$ cat src/rtl/acdf_defs.svh
// Register offsets, field positions, reset values and timing counts
`ifndef ACDF_DEFS_SVH
`define ACDF_DEFS_SVH
`define ACDF_ADDR_W        9
`define ACDF_REG_PWR       9'h008
`define ACDF_REG_CLKDIV    9'h00B
`define ACDF_REG_STAT      9'h00C
`define ACDF_REG_FMT       9'h014
`define ACDF_REG_DRV       9'h015
`define ACDF_REG_RESYNC    9'h109
`define ACDF_PWR_PD_BIT    0
`define ACDF_PWR_SBY_BIT   1
`define ACDF_FMT_OFFS_BIT  0
`define ACDF_FMT_RED_BIT   1
`define ACDF_FMT_LSB_BIT   2
`define ACDF_FMT_12B_BIT   3
`define ACDF_RS_EN_BIT     0
`define ACDF_RS_ONCE_BIT   1
`define ACDF_ST_LOCK_BIT   0
`define ACDF_ST_OVR_BIT    1
`define ACDF_ST_PD_BIT     2
`define ACDF_ST_ARM_BIT    3
`define ACDF_RST_BYTE      8'h00
`define ACDF_CLK_HZ        50_000_000
`define ACDF_DCS_MIN_HZ    20_000_000
`define ACDF_RELOCK_MIN_NS 1500
`define ACDF_RELOCK_MAX_NS 5000
`define ACDF_PAIRS_14      3'd7
`define ACDF_PAIRS_12      3'd6
`define ACDF_CODE_MAX      16'sh1FFF
`define ACDF_CODE_MIN      -16'sh2000
`endif

$ cat src/rtl/acdf_pkg.sv
// Types shared by the output formatter and serialiser
package acdf_pkg;
	typedef struct packed {
		logic             twelve;
		logic             lsb_first;
		logic [7:0][13:0] code;
	} acdf_frame_t;
	typedef enum logic [1:0] {
		SER_IDLE  = 2'b01,
		SER_SHIFT = 2'b10
	} acdf_ser_t;
endpackage : acdf_pkg

$ cat src/rtl/acdf_top.sv
// Clock divider, power control and serial output formatter for eight channels
`include "acdf_defs.svh"
`timescale 1ns/100ps
`default_nettype none
module acdf_top
	import acdf_pkg::*;
#(
	parameter int        CLK_IN_HZ  = `ACDF_CLK_HZ,
	parameter int        FIFO_DEPTH = 4,
	parameter logic [2:0] DIV_RESET = 3'h0
) (
	input  wire logic                      CLOCK,
	input  wire logic                      RST_B,
	input  wire logic                      SYNC_IN,
	input  wire logic                      POWER_DOWN_PIN,
	input  wire logic [7:0][15:0]          ADC_SAMPLE,
	input  wire logic                      REG_WE,
	input  wire logic                      REG_RE,
	input  wire logic [`ACDF_ADDR_W-1:0]   REG_ADDR,
	input  wire logic [7:0]                REG_WDATA,
	output logic      [7:0]                REG_RDATA,
	output logic                           SAMPLE_CLK,
	output logic                           DCS_ACTIVE,
	output logic                           DCS_LOCKED,
	output logic                           CONV_PD,
	output logic                           REF_PD,
	output logic                           DRV_REDUCED,
	output logic      [7:0]                DRV_STRENGTH,
	output logic      [7:0][1:0]           LANE_DATA,
	output logic      [1:0]                BIT_CAPTURE_CLOCK,
	output logic      [1:0]                WORD_BOUNDARY_CLOCK,
	output logic                           LANE_OE_B
);
	localparam int RELOCK_MIN_CYC =
		(`ACDF_RELOCK_MIN_NS * (CLK_IN_HZ / 1_000_000) + 999) / 1000;
	localparam int RELOCK_MAX_CYC =
		(`ACDF_RELOCK_MAX_NS * (CLK_IN_HZ / 1_000_000)) / 1000;
	localparam logic [8:0] RELOCK_CYC = 9'(RELOCK_MAX_CYC);
	localparam logic DCS_USABLE = (CLK_IN_HZ >= `ACDF_DCS_MIN_HZ);

	// Clamp a wide core result to the 14-bit range and code it
	function automatic logic [13:0] fmt_code(input logic signed [15:0] raw,
		input logic offs);
		logic signed [15:0] c;
		logic [13:0]        t;
		c = raw;
		if (raw > `ACDF_CODE_MAX) begin
			c = `ACDF_CODE_MAX;
		end else if (raw < `ACDF_CODE_MIN) begin
			c = `ACDF_CODE_MIN;
		end
		t = c[13:0];
		fmt_code = offs ? {~t[13], t[12:0]} : t;
	endfunction : fmt_code

	// Reverse a 14-bit word
	function automatic logic [13:0] rev14(input logic [13:0] w);
		for (int i = 0; i < 14; i++) begin
			rev14[i] = w[13-i];
		end
	endfunction : rev14

	logic [7:0]  pwr_r;
	logic [7:0]  clkdiv_r;
	logic [7:0]  fmt_r;
	logic [7:0]  drv_r;
	logic [7:0]  resync_r;
	logic        sync_m_r;
	logic        sync_s_r;
	logic        sync_d_r;
	logic        pin_m_r;
	logic        pin_s_r;
	logic        armed_r;
	logic        sync_ok;
	logic [2:0]  div_cnt_r;
	logic        sample_stb;
	logic [2:0]  half_cnt;
	logic [8:0]  lock_cnt_r;
	logic        pd;
	logic        overrun_r;
	logic        hold_valid_r;
	acdf_frame_t hold_r;
	logic        fifo_in_ready;
	logic        fifo_out_valid;
	logic        fifo_pop;
	acdf_frame_t fifo_out;
	acdf_ser_t   ser_state_r;
	logic [2:0]  pair_cnt_r;
	logic [2:0]  pairs_r;
	logic [7:0][13:0] shift_r;
	logic        load;

	// Register writes; defaults after reset give standard drive and twos complement
	always_ff @(posedge CLOCK or negedge RST_B) begin
		if (!RST_B) begin
			pwr_r    <= `ACDF_RST_BYTE;
			clkdiv_r <= {5'h00, DIV_RESET};
			fmt_r    <= `ACDF_RST_BYTE;
			drv_r    <= `ACDF_RST_BYTE;
			resync_r <= `ACDF_RST_BYTE;
		end else if (REG_WE) begin
			case (REG_ADDR)
				`ACDF_REG_PWR:    pwr_r    <= REG_WDATA;
				`ACDF_REG_CLKDIV: clkdiv_r <= {5'h00, REG_WDATA[2:0]};
				`ACDF_REG_FMT:    fmt_r    <= REG_WDATA;
				`ACDF_REG_DRV:    drv_r    <= REG_WDATA;
				`ACDF_REG_RESYNC: resync_r <= REG_WDATA;
				default: ;
			endcase
		end
	end

	// Two-stage synchronisers for the alignment and power-down pins
	always_ff @(posedge CLOCK or negedge RST_B) begin
		if (!RST_B) begin
			sync_m_r <= 1'b0;
			sync_s_r <= 1'b0;
			sync_d_r <= 1'b0;
			pin_m_r  <= 1'b0;
			pin_s_r  <= 1'b0;
		end else begin
			sync_m_r <= SYNC_IN;
			sync_s_r <= sync_m_r;
			sync_d_r <= sync_s_r;
			pin_m_r  <= POWER_DOWN_PIN;
			pin_s_r  <= pin_m_r;
		end
	end

	// Accepted alignment edge under the chosen resync mode
	assign sync_ok = sync_s_r && !sync_d_r && resync_r[`ACDF_RS_EN_BIT] &&
		(!resync_r[`ACDF_RS_ONCE_BIT] || armed_r);
	assign pd = pwr_r[`ACDF_PWR_PD_BIT] || pin_s_r;

	// One-shot arming: a write re-arms, the first accepted edge disarms
	always_ff @(posedge CLOCK or negedge RST_B) begin
		if (!RST_B) begin
			armed_r <= 1'b0;
		end else if (REG_WE && REG_ADDR == `ACDF_REG_RESYNC) begin
			armed_r <= 1'b1;
		end else if (sync_ok) begin
			armed_r <= 1'b0;
		end
	end

	// Divider counter; a valid alignment edge returns it to zero
	always_ff @(posedge CLOCK or negedge RST_B) begin
		if (!RST_B) begin
			div_cnt_r <= 3'h0;
		end else if (sync_ok) begin
			div_cnt_r <= 3'h0;
		end else if (div_cnt_r >= clkdiv_r[2:0]) begin
			div_cnt_r <= 3'h0;
		end else begin
			div_cnt_r <= div_cnt_r + 3'h1;
		end
	end
	assign sample_stb = (div_cnt_r == 3'h0);
	assign half_cnt   = (clkdiv_r[2:0] == 3'h0) ? 3'h1 : 3'(({1'b0, clkdiv_r[2:0]} + 4'h1) >> 1);

	// Divided clock: rising edge at count zero, falling edge regenerated mid-period
	always_ff @(posedge CLOCK or negedge RST_B) begin
		if (!RST_B) begin
			SAMPLE_CLK <= 1'b0;
		end else begin
			SAMPLE_CLK <= !pd && (div_cnt_r < half_cnt);
		end
	end

	// Stabiliser relock timer, restarted by power-down or a new ratio
	always_ff @(posedge CLOCK or negedge RST_B) begin
		if (!RST_B) begin
			lock_cnt_r <= 9'h000;
		end else if (pd || (REG_WE && REG_ADDR == `ACDF_REG_CLKDIV)) begin
			lock_cnt_r <= 9'h000;
		end else if (lock_cnt_r != RELOCK_CYC) begin
			lock_cnt_r <= lock_cnt_r + 9'h001;
		end
	end

	// Stabiliser status and power outputs
	always_ff @(posedge CLOCK or negedge RST_B) begin
		if (!RST_B) begin
			DCS_ACTIVE   <= 1'b0;
			DCS_LOCKED   <= 1'b0;
			CONV_PD      <= 1'b0;
			REF_PD       <= 1'b0;
			DRV_REDUCED  <= 1'b0;
			DRV_STRENGTH <= 8'h00;
		end else begin
			DCS_ACTIVE   <= DCS_USABLE && !pd;
			DCS_LOCKED   <= DCS_USABLE && !pd && (lock_cnt_r == RELOCK_CYC);
			CONV_PD      <= pd || pwr_r[`ACDF_PWR_SBY_BIT];
			REF_PD       <= pd;
			DRV_REDUCED  <= fmt_r[`ACDF_FMT_RED_BIT];
			DRV_STRENGTH <= drv_r;
		end
	end

	// Capture and code one sample per divided period
	always_ff @(posedge CLOCK or negedge RST_B) begin
		if (!RST_B) begin
			hold_valid_r <= 1'b0;
			hold_r       <= '0;
		end else if (pd || pwr_r[`ACDF_PWR_SBY_BIT]) begin
			hold_valid_r <= 1'b0;
		end else if (sample_stb && (!hold_valid_r || fifo_in_ready)) begin
			hold_valid_r     <= 1'b1;
			hold_r.twelve    <= fmt_r[`ACDF_FMT_12B_BIT];
			hold_r.lsb_first <= fmt_r[`ACDF_FMT_LSB_BIT];
			for (int c = 0; c < 8; c++) begin
				hold_r.code[c] <= fmt_code(ADC_SAMPLE[c], fmt_r[`ACDF_FMT_OFFS_BIT]);
			end
		end else if (fifo_in_ready) begin
			hold_valid_r <= 1'b0;
		end
	end

	// Overrun flag: sample lost to back-pressure; set wins over clear
	always_ff @(posedge CLOCK or negedge RST_B) begin
		if (!RST_B) begin
			overrun_r <= 1'b0;
		end else if (sample_stb && hold_valid_r && !fifo_in_ready && !pd) begin
			overrun_r <= 1'b1;
		end else if (REG_WE && REG_ADDR == `ACDF_REG_STAT && REG_WDATA[`ACDF_ST_OVR_BIT]) begin
			overrun_r <= 1'b0;
		end
	end

	acdf_fifo #(
		.WIDTH ($bits(acdf_frame_t)),
		.DEPTH (FIFO_DEPTH)
	) u_fifo (
		.CLOCK     (CLOCK),
		.RST_B     (RST_B),
		.flush     (pd),
		.in_valid  (hold_valid_r),
		.in_ready  (fifo_in_ready),
		.in_data   (hold_r),
		.out_valid (fifo_out_valid),
		.out_ready (fifo_pop),
		.out_data  (fifo_out)
	);

	// Serialiser loads a word when idle or on the last pair of the previous one
	assign load = fifo_out_valid && !pd &&
		(ser_state_r == SER_IDLE || pair_cnt_r == 3'h0);
	assign fifo_pop = load;

	// Serialiser state and word shift registers
	always_ff @(posedge CLOCK or negedge RST_B) begin
		if (!RST_B) begin
			ser_state_r <= SER_IDLE;
			pair_cnt_r  <= 3'h0;
			pairs_r     <= `ACDF_PAIRS_14;
			shift_r     <= '0;
		end else if (pd) begin
			ser_state_r <= SER_IDLE;
			pair_cnt_r  <= 3'h0;
		end else begin
			case (ser_state_r)
				SER_IDLE, SER_SHIFT: begin
					if (load) begin
						ser_state_r <= SER_SHIFT;
						pairs_r     <= fifo_out.twelve ? `ACDF_PAIRS_12 : `ACDF_PAIRS_14;
						pair_cnt_r  <= (fifo_out.twelve ? `ACDF_PAIRS_12 : `ACDF_PAIRS_14) - 3'h1;
						for (int c = 0; c < 8; c++) begin
							if (fifo_out.twelve && fifo_out.lsb_first) begin
								shift_r[c] <= rev14(fifo_out.code[c]) << 2;
							end else if (fifo_out.lsb_first) begin
								shift_r[c] <= rev14(fifo_out.code[c]);
							end else begin
								shift_r[c] <= fifo_out.code[c];
							end
						end
					end else if (ser_state_r == SER_SHIFT && pair_cnt_r != 3'h0) begin
						pair_cnt_r <= pair_cnt_r - 3'h1;
						for (int c = 0; c < 8; c++) begin
							shift_r[c] <= {shift_r[c][11:0], 2'b00};
						end
					end else begin
						ser_state_r <= SER_IDLE;
					end
				end
				default: ser_state_r <= SER_IDLE;
			endcase
		end
	end

	// Pins: both bits of each pair, bit and word clocks, driver enable
	always_ff @(posedge CLOCK or negedge RST_B) begin
		if (!RST_B) begin
			LANE_DATA           <= '0;
			BIT_CAPTURE_CLOCK   <= 2'b00;
			WORD_BOUNDARY_CLOCK <= 2'b00;
			LANE_OE_B           <= 1'b1;
		end else begin
			LANE_OE_B <= pd;
			for (int c = 0; c < 8; c++) begin
				LANE_DATA[c] <= (ser_state_r == SER_SHIFT && !pd) ? shift_r[c][13:12] : 2'b00;
			end
			BIT_CAPTURE_CLOCK <= (ser_state_r == SER_SHIFT && !pd) ? 2'b10 : 2'b00;
			if (ser_state_r != SER_SHIFT || pd) begin
				WORD_BOUNDARY_CLOCK <= 2'b00;
			end else if (pair_cnt_r >= pairs_r - (pairs_r >> 1)) begin
				WORD_BOUNDARY_CLOCK <= 2'b11;
			end else if (pair_cnt_r == (pairs_r >> 1) && pairs_r[0]) begin
				WORD_BOUNDARY_CLOCK <= 2'b10;
			end else begin
				WORD_BOUNDARY_CLOCK <= 2'b00;
			end
		end
	end

	// Register read-back, one cycle after the read strobe
	always_ff @(posedge CLOCK or negedge RST_B) begin
		if (!RST_B) begin
			REG_RDATA <= 8'h00;
		end else if (REG_RE) begin
			case (REG_ADDR)
				`ACDF_REG_PWR:    REG_RDATA <= pwr_r;
				`ACDF_REG_CLKDIV: REG_RDATA <= clkdiv_r;
				`ACDF_REG_FMT:    REG_RDATA <= fmt_r;
				`ACDF_REG_DRV:    REG_RDATA <= drv_r;
				`ACDF_REG_RESYNC: REG_RDATA <= resync_r;
				`ACDF_REG_STAT:   REG_RDATA <= {4'h0, armed_r, pd, overrun_r, DCS_LOCKED};
				default:          REG_RDATA <= 8'h00;
			endcase
		end
	end
endmodule : acdf_top
`default_nettype wire

$ cat src/rtl/acdf_fifo.sv
// Small valid/ready FIFO between formatter and serialiser
`timescale 1ns/100ps
`default_nettype none
module acdf_fifo #(
	parameter int WIDTH = 8,
	parameter int DEPTH = 4
) (
	input  wire logic             CLOCK,
	input  wire logic             RST_B,
	input  wire logic             flush,
	input  wire logic             in_valid,
	output logic                  in_ready,
	input  wire logic [WIDTH-1:0] in_data,
	output logic                  out_valid,
	input  wire logic             out_ready,
	output logic      [WIDTH-1:0] out_data
);
	localparam int AW = $clog2(DEPTH);
	logic [WIDTH-1:0] mem [DEPTH];
	logic [AW-1:0]    wr_ptr_r;
	logic [AW-1:0]    rd_ptr_r;
	logic [AW:0]      count_r;
	logic             push;
	logic             pop;

	// Handshake qualifiers
	assign in_ready  = (count_r != (AW+1)'(DEPTH));
	assign out_valid = (count_r != '0);
	assign push      = in_valid && in_ready;
	assign pop       = out_valid && out_ready;
	assign out_data  = mem[rd_ptr_r];

	// Storage
	always_ff @(posedge CLOCK) begin
		if (push) begin
			mem[wr_ptr_r] <= in_data;
		end
	end

	// Pointers and fill count
	always_ff @(posedge CLOCK or negedge RST_B) begin
		if (!RST_B) begin
			wr_ptr_r <= '0;
			rd_ptr_r <= '0;
			count_r  <= '0;
		end else if (flush) begin
			wr_ptr_r <= '0;
			rd_ptr_r <= '0;
			count_r  <= '0;
		end else begin
			if (push) begin
				wr_ptr_r <= (wr_ptr_r == AW'(DEPTH-1)) ? '0 : wr_ptr_r + 1'b1;
			end
			if (pop) begin
				rd_ptr_r <= (rd_ptr_r == AW'(DEPTH-1)) ? '0 : rd_ptr_r + 1'b1;
			end
			count_r <= count_r + (AW+1)'(push) - (AW+1)'(pop);
		end
	end
endmodule : acdf_fifo
`default_nettype wire

$ cat config.mk
export PLATFORM = sky130hd
export DESIGN_NAME = acdf_top
export DESIGN_NICKNAME = d
export VERILOG_FILES = /design/src/rtl/acdf_pkg.sv /design/src/rtl/acdf_top.sv /design/src/rtl/acdf_fifo.sv
export VERILOG_INCLUDE_DIRS = /design/src /design/src/rtl
export SDC_FILE = /design/constraint.sdc
export NUM_CORES = 1
export LEC_CHECK = 0
export ABC_CLOCK_PERIOD_IN_PS = 4500
export BUFFER_PORTS_ARGS = -buffer_cell sky130_fd_sc_hd__buf_2
export CORE_MARGIN = 8
export CORE_UTILIZATION = 38
export CTS_CLUSTER_DIAMETER = 40
export DETAILED_ROUTE_END_ITERATION = 8
export PLACE_DENSITY_LB_ADDON = 0.25
export SLEW_MARGIN = 20
export SYNTH_ARGS = -nofsm -noshare
export SYNTH_HDL_FRONTEND = slang
export SYNTH_HIERARCHICAL = 1
export SYNTH_SLANG_ARGS = --single-unit
$ cat constraint.sdc
create_clock -name CLOCK -period 4.5 [get_ports CLOCK]
set_clock_uncertainty 0.2 [all_clocks]
set_input_delay 0.9 -clock CLOCK [delete_from_list [all_inputs] [get_ports CLOCK]]
set_output_delay 0.9 -clock CLOCK [all_outputs]
set_load 0.02 [all_outputs]
==> flow_summary_export.csv <==
group,metric,value,unit
power_and_ir_drop,pwr_density_cell,604,mW/mm²
critical_path,startpoint,"u_fifo/rd_ptr_r[0]",
logic_synthesis,ys_warn_count,6,
route,via_per_inst,5.04,
power_and_ir_drop,p_leak,16.4,nW
critical_path,critPathSlowestCell,"mux4_4",
logic_synthesis,synthDistinctLibCells,60,
power_and_ir_drop,comb_power_share,23.6,%
route,postRouteAntennaNets,0,
layout,mostFrequentLayoutCells,"edfxtp_1, nor2_1, dfrtp_1",
logic_synthesis,syn_avg_cell_area,13.2,µm²
layout,final_cells,4175,
sta,fin_crit,3300,ps
critical_path,r2r_cells,7,
floorplan,die_h,321,µm
sta,slew_headroom,36.7,%
clock_tree,clk_pin_slew,60,ps
critical_path,r2r_slack,1200,ps
clock_tree,cts_buffers,115,
route,post_drt_wl_per_cell,18.8,µm
layout,drive_gt1_share,27.4,%
place,dp.cells,3954,
sta,tightestPinTransition,949,ps
logic_synthesis,async_reset_ff_share,42.4,%
clock_tree,postCtsHoldBufs,0,
sta,whs,49.6,ps
logic_synthesis,ys_seq_area_share,62.7,%
critical_path,endpoint_kind,"flip-flop",
power_and_ir_drop,swShare,29.9,%
sta,finalHoldViolations,0,
clock_tree,postCtsSetupBuffers,0,
clock_tree,cts_buffer_depth,3,
global_route,grt.total_usage,15.2,%
layout,final_common_cell,"edfxtp_1",
route,remaining_drc_errors,0,
critical_path,critPathArrivalTime,3630,ps
layout,synthToLayoutAreaGrowth,17.6,%
clock_tree,cts_sinks,792,
place,port_buffers,192,
power_and_ir_drop,p_int,0.0176,W
global_route,grt_max_degree,116,
critical_path,reg2reg_to,"shift_r[21]",
global_route,grt_pass1_vias,22200,
power_and_ir_drop,ir_drop,360,µV
power_and_ir_drop,power,0.0250,W
critical_path,critical_path.cell_chain,"buf_12 -> mux4_4 -> buf_12 -> nor2_1 -> a21oi_1 -> mux2_2 -> mux2_2",
power_and_ir_drop,p_seq_share,39.8,%
sta,maxSlewViolCount,0,
global_route,antenna_found_initial,3,
critical_path,setup.worst_path.class,"flip-flop to flip-flop",
clock_tree,insertion_delay,690,ps
sta,max_freq,303,MHz
logic_synthesis,synth_fp_nets,2844,
route,wl,78500,µm
sta,setup_viol,0,
clock_tree,cts_root_buf,"clkbuf_16",
sta,final.setup.tns,0,ps
job,cap_violations,0,
logic_synthesis,synthesis.area,0.0352,mm²
layout,final.fill_count,8122,
place,routabilityCongestion,0.812,
critical_path,r2r_start,"u_fifo/rd_ptr_r[0]",
floorplan,die-area,0.103,mm²
power_and_ir_drop,clockPowerShare,36.5,%
floorplan,rows,111,
logic_synthesis,ys_ff_latch,792,
floorplan,die_w,321,µm
logic_synthesis,synth_cells,2666,
floorplan,start_util,38.4,%
power_and_ir_drop,switchingPower,0.00748,W
floorplan,core_area,0.0918,mm²
global_route,grt_pass1_wl,125000,µm
outcome,status,"finished, final reports clean",
sta,rsz0062_at_grt,"false",
logic_synthesis,synth_ff_type,"edfxtp_1",
worst_hold_path,hold_class,"input pin to asynchronous set/reset pin",
clock_tree,cts_tree,"built",
logic_synthesis,synth_edf_count,456,
layout,layout.nets,3006,
layout,postLayoutCoreUtil,45.2,%
critical_path,start_kind,"flip-flop",
floorplan,ios,194,
critical_path,critPathRequiredTime,4840,ps
route,route.vias.total,21000,
sta,fin_crit_sh,73.2,%
route,drtIter0Drc,1257,
clock_tree,cts_resized,0,
critical_path,cp_max_fo,115,
place,dpl.hpwl,49700,µm
critical_path,cpPeakStageDelay,880,ps
critical_path,crit_end,"shift_r[21]",
clock_tree,htree_levels,3,
global_route,grt_overflow,0,
route,dr.pass1.iters,5,
## final cells by class
type,instances,area (µm²),area share (%)
sequential,792,22100,53.3
clock inverter,94,1090,2.63
antenna,1,2.50,0.00604
inverter,24,92.6,0.223
multi-input combinational,1669,12200,29.3
tap,1243,1560,3.75
timing repair buffer,226,1430,3.44
clock buffer,126,3010,7.26
## cells in the mapped netlist (2+ instances only)
cell        n  area, µm²
o21ai_0   184        921
edfxtp_1  456      13700
buf_2      28        140
nand2_1   326       1220
and3_1     26        163
buf_1      15       56.3
a21o_1     20        150
inv_1      22       82.6
a211oi_1    3       22.5
xnor2_1    14        123
nand3_1     9       45.0
a22o_1      2       17.5
nor2_1    332       1250
mux2_4      9        135
clkbuf_1  101        379
nand2b_1    7       43.8
o21ai_1    36        180
mux2_2    221       2490
xor2_1      3       26.3
and3b_1     4       35.0
nor3_1     20        100
mux2i_1   104       1040
or3b_1      3       26.3
a21oi_1   126        631
or2_1       2       12.5
o31ai_1     7       52.6
nor2b_1    24        150
buf_4      20        150
ha_1       26        325
a22oi_1     7       52.6
dfstp_2     3       78.8
dfrtp_1   333       8330
nand4_1     7       43.8
mux4_2    114       2570
a211o_1     3       26.3
o32a_1      8       80.1
and2_1      2       12.5
buf_6      15        169
or3_1       3       18.8
## through the flow
| stage | cell area [µm²] | worst slack [ps] |
|---|---|---|
| after floorplan | 35200 | 446 |
| after global placement | 37400 | 1260 |
| after detailed placement | 37400 | 1230 |
| after CTS | 41500 | 1200 |
| after global routing | 41500 | 974 |
| final | 41500 | 1200 |
## power groups by stage
| stage | logic (W) | registers [W] | clock network [W] |
|---|---|---|---|
| after CTS | 0.00603 | 0.00999 | 0.00940 |
| after global placement | 0.00588 | 0.0100 | 0 |
| after floorplan | 0.00468 | 0.00989 | 0 |
| after detailed placement | 0.00599 | 0.0101 | 0 |
| final | 0.00592 | 0.00997 | 0.00915 |
| after global routing | 0.00655 | 0.0101 | 0.00970 |
## critical path: cells and delay by family, from the launching register on
kind | cells | cell delay [ps]
flip-flops | 1 | 440
buffers and inverters | 2 | 710
AO/OA/AOI/OAI | 1 | 50
multiplexers | 3 | 1420
AND/OR/NAND/NOR | 1 | 190
## metal layers
metal  global-route usage, %  part of all wire (%)  vias up
li1                        -                     -    10000
met1                    20.1                    44    10500
met2                    25.6                    49      340
met3                    2.78                   4.4      117
met4                    4.59                   1.9        0
met5                       0                     0        -
## how the worst min path moves through the flow
stage,end,from,cells past startpoint,slack (ps)
finish,drv_r[6],RST_B,1,50
global route,sync_m_r,SYNC_IN,1,90
detailed placement,sync_s_r,sync_m_r,0,140
global placement,sync_s_r,sync_m_r,0,140
floorplan,pin_s_r,pin_m_r,0,130
CTS,pin_m_r,POWER_DOWN_PIN,1,70
## logic make-up after synthesis
group                    Yosys count  synth area share [%]
XOR/XNOR                          17                 0.423
AO/OA/AOI/OAI                    403                  6.26
multiplexers                     448                  17.7
flip-flops                       792                  62.7
other                              1                0.0106
adder cells (fa/ha/maj)           27                 0.980
AND/OR/NAND/NOR                  773                  9.06
buffers and inverters            205                  2.85
## flip-flops by register name, summed over array words and instances, names as in the netlist, 2 cells and up
register             flops
shift_r                112
u_fifo/count_r           3
u_fifo/wr_ptr_r          2
LANE_DATA               16
WORD_BOUNDARY_CLOCK      2
fmt_r                    8
u_fifo/mem             456
div_cnt_r                3
u_fifo/rd_ptr_r          2
REG_RDATA                8
drv_r                    8
resync_r                 8
clkdiv_r                 3
lock_cnt_r               9
DRV_STRENGTH             8
hold_r                 114
pwr_r                    8
ser_state_r              2
pair_cnt_r               3
Power figures use the tool's default switching activity.
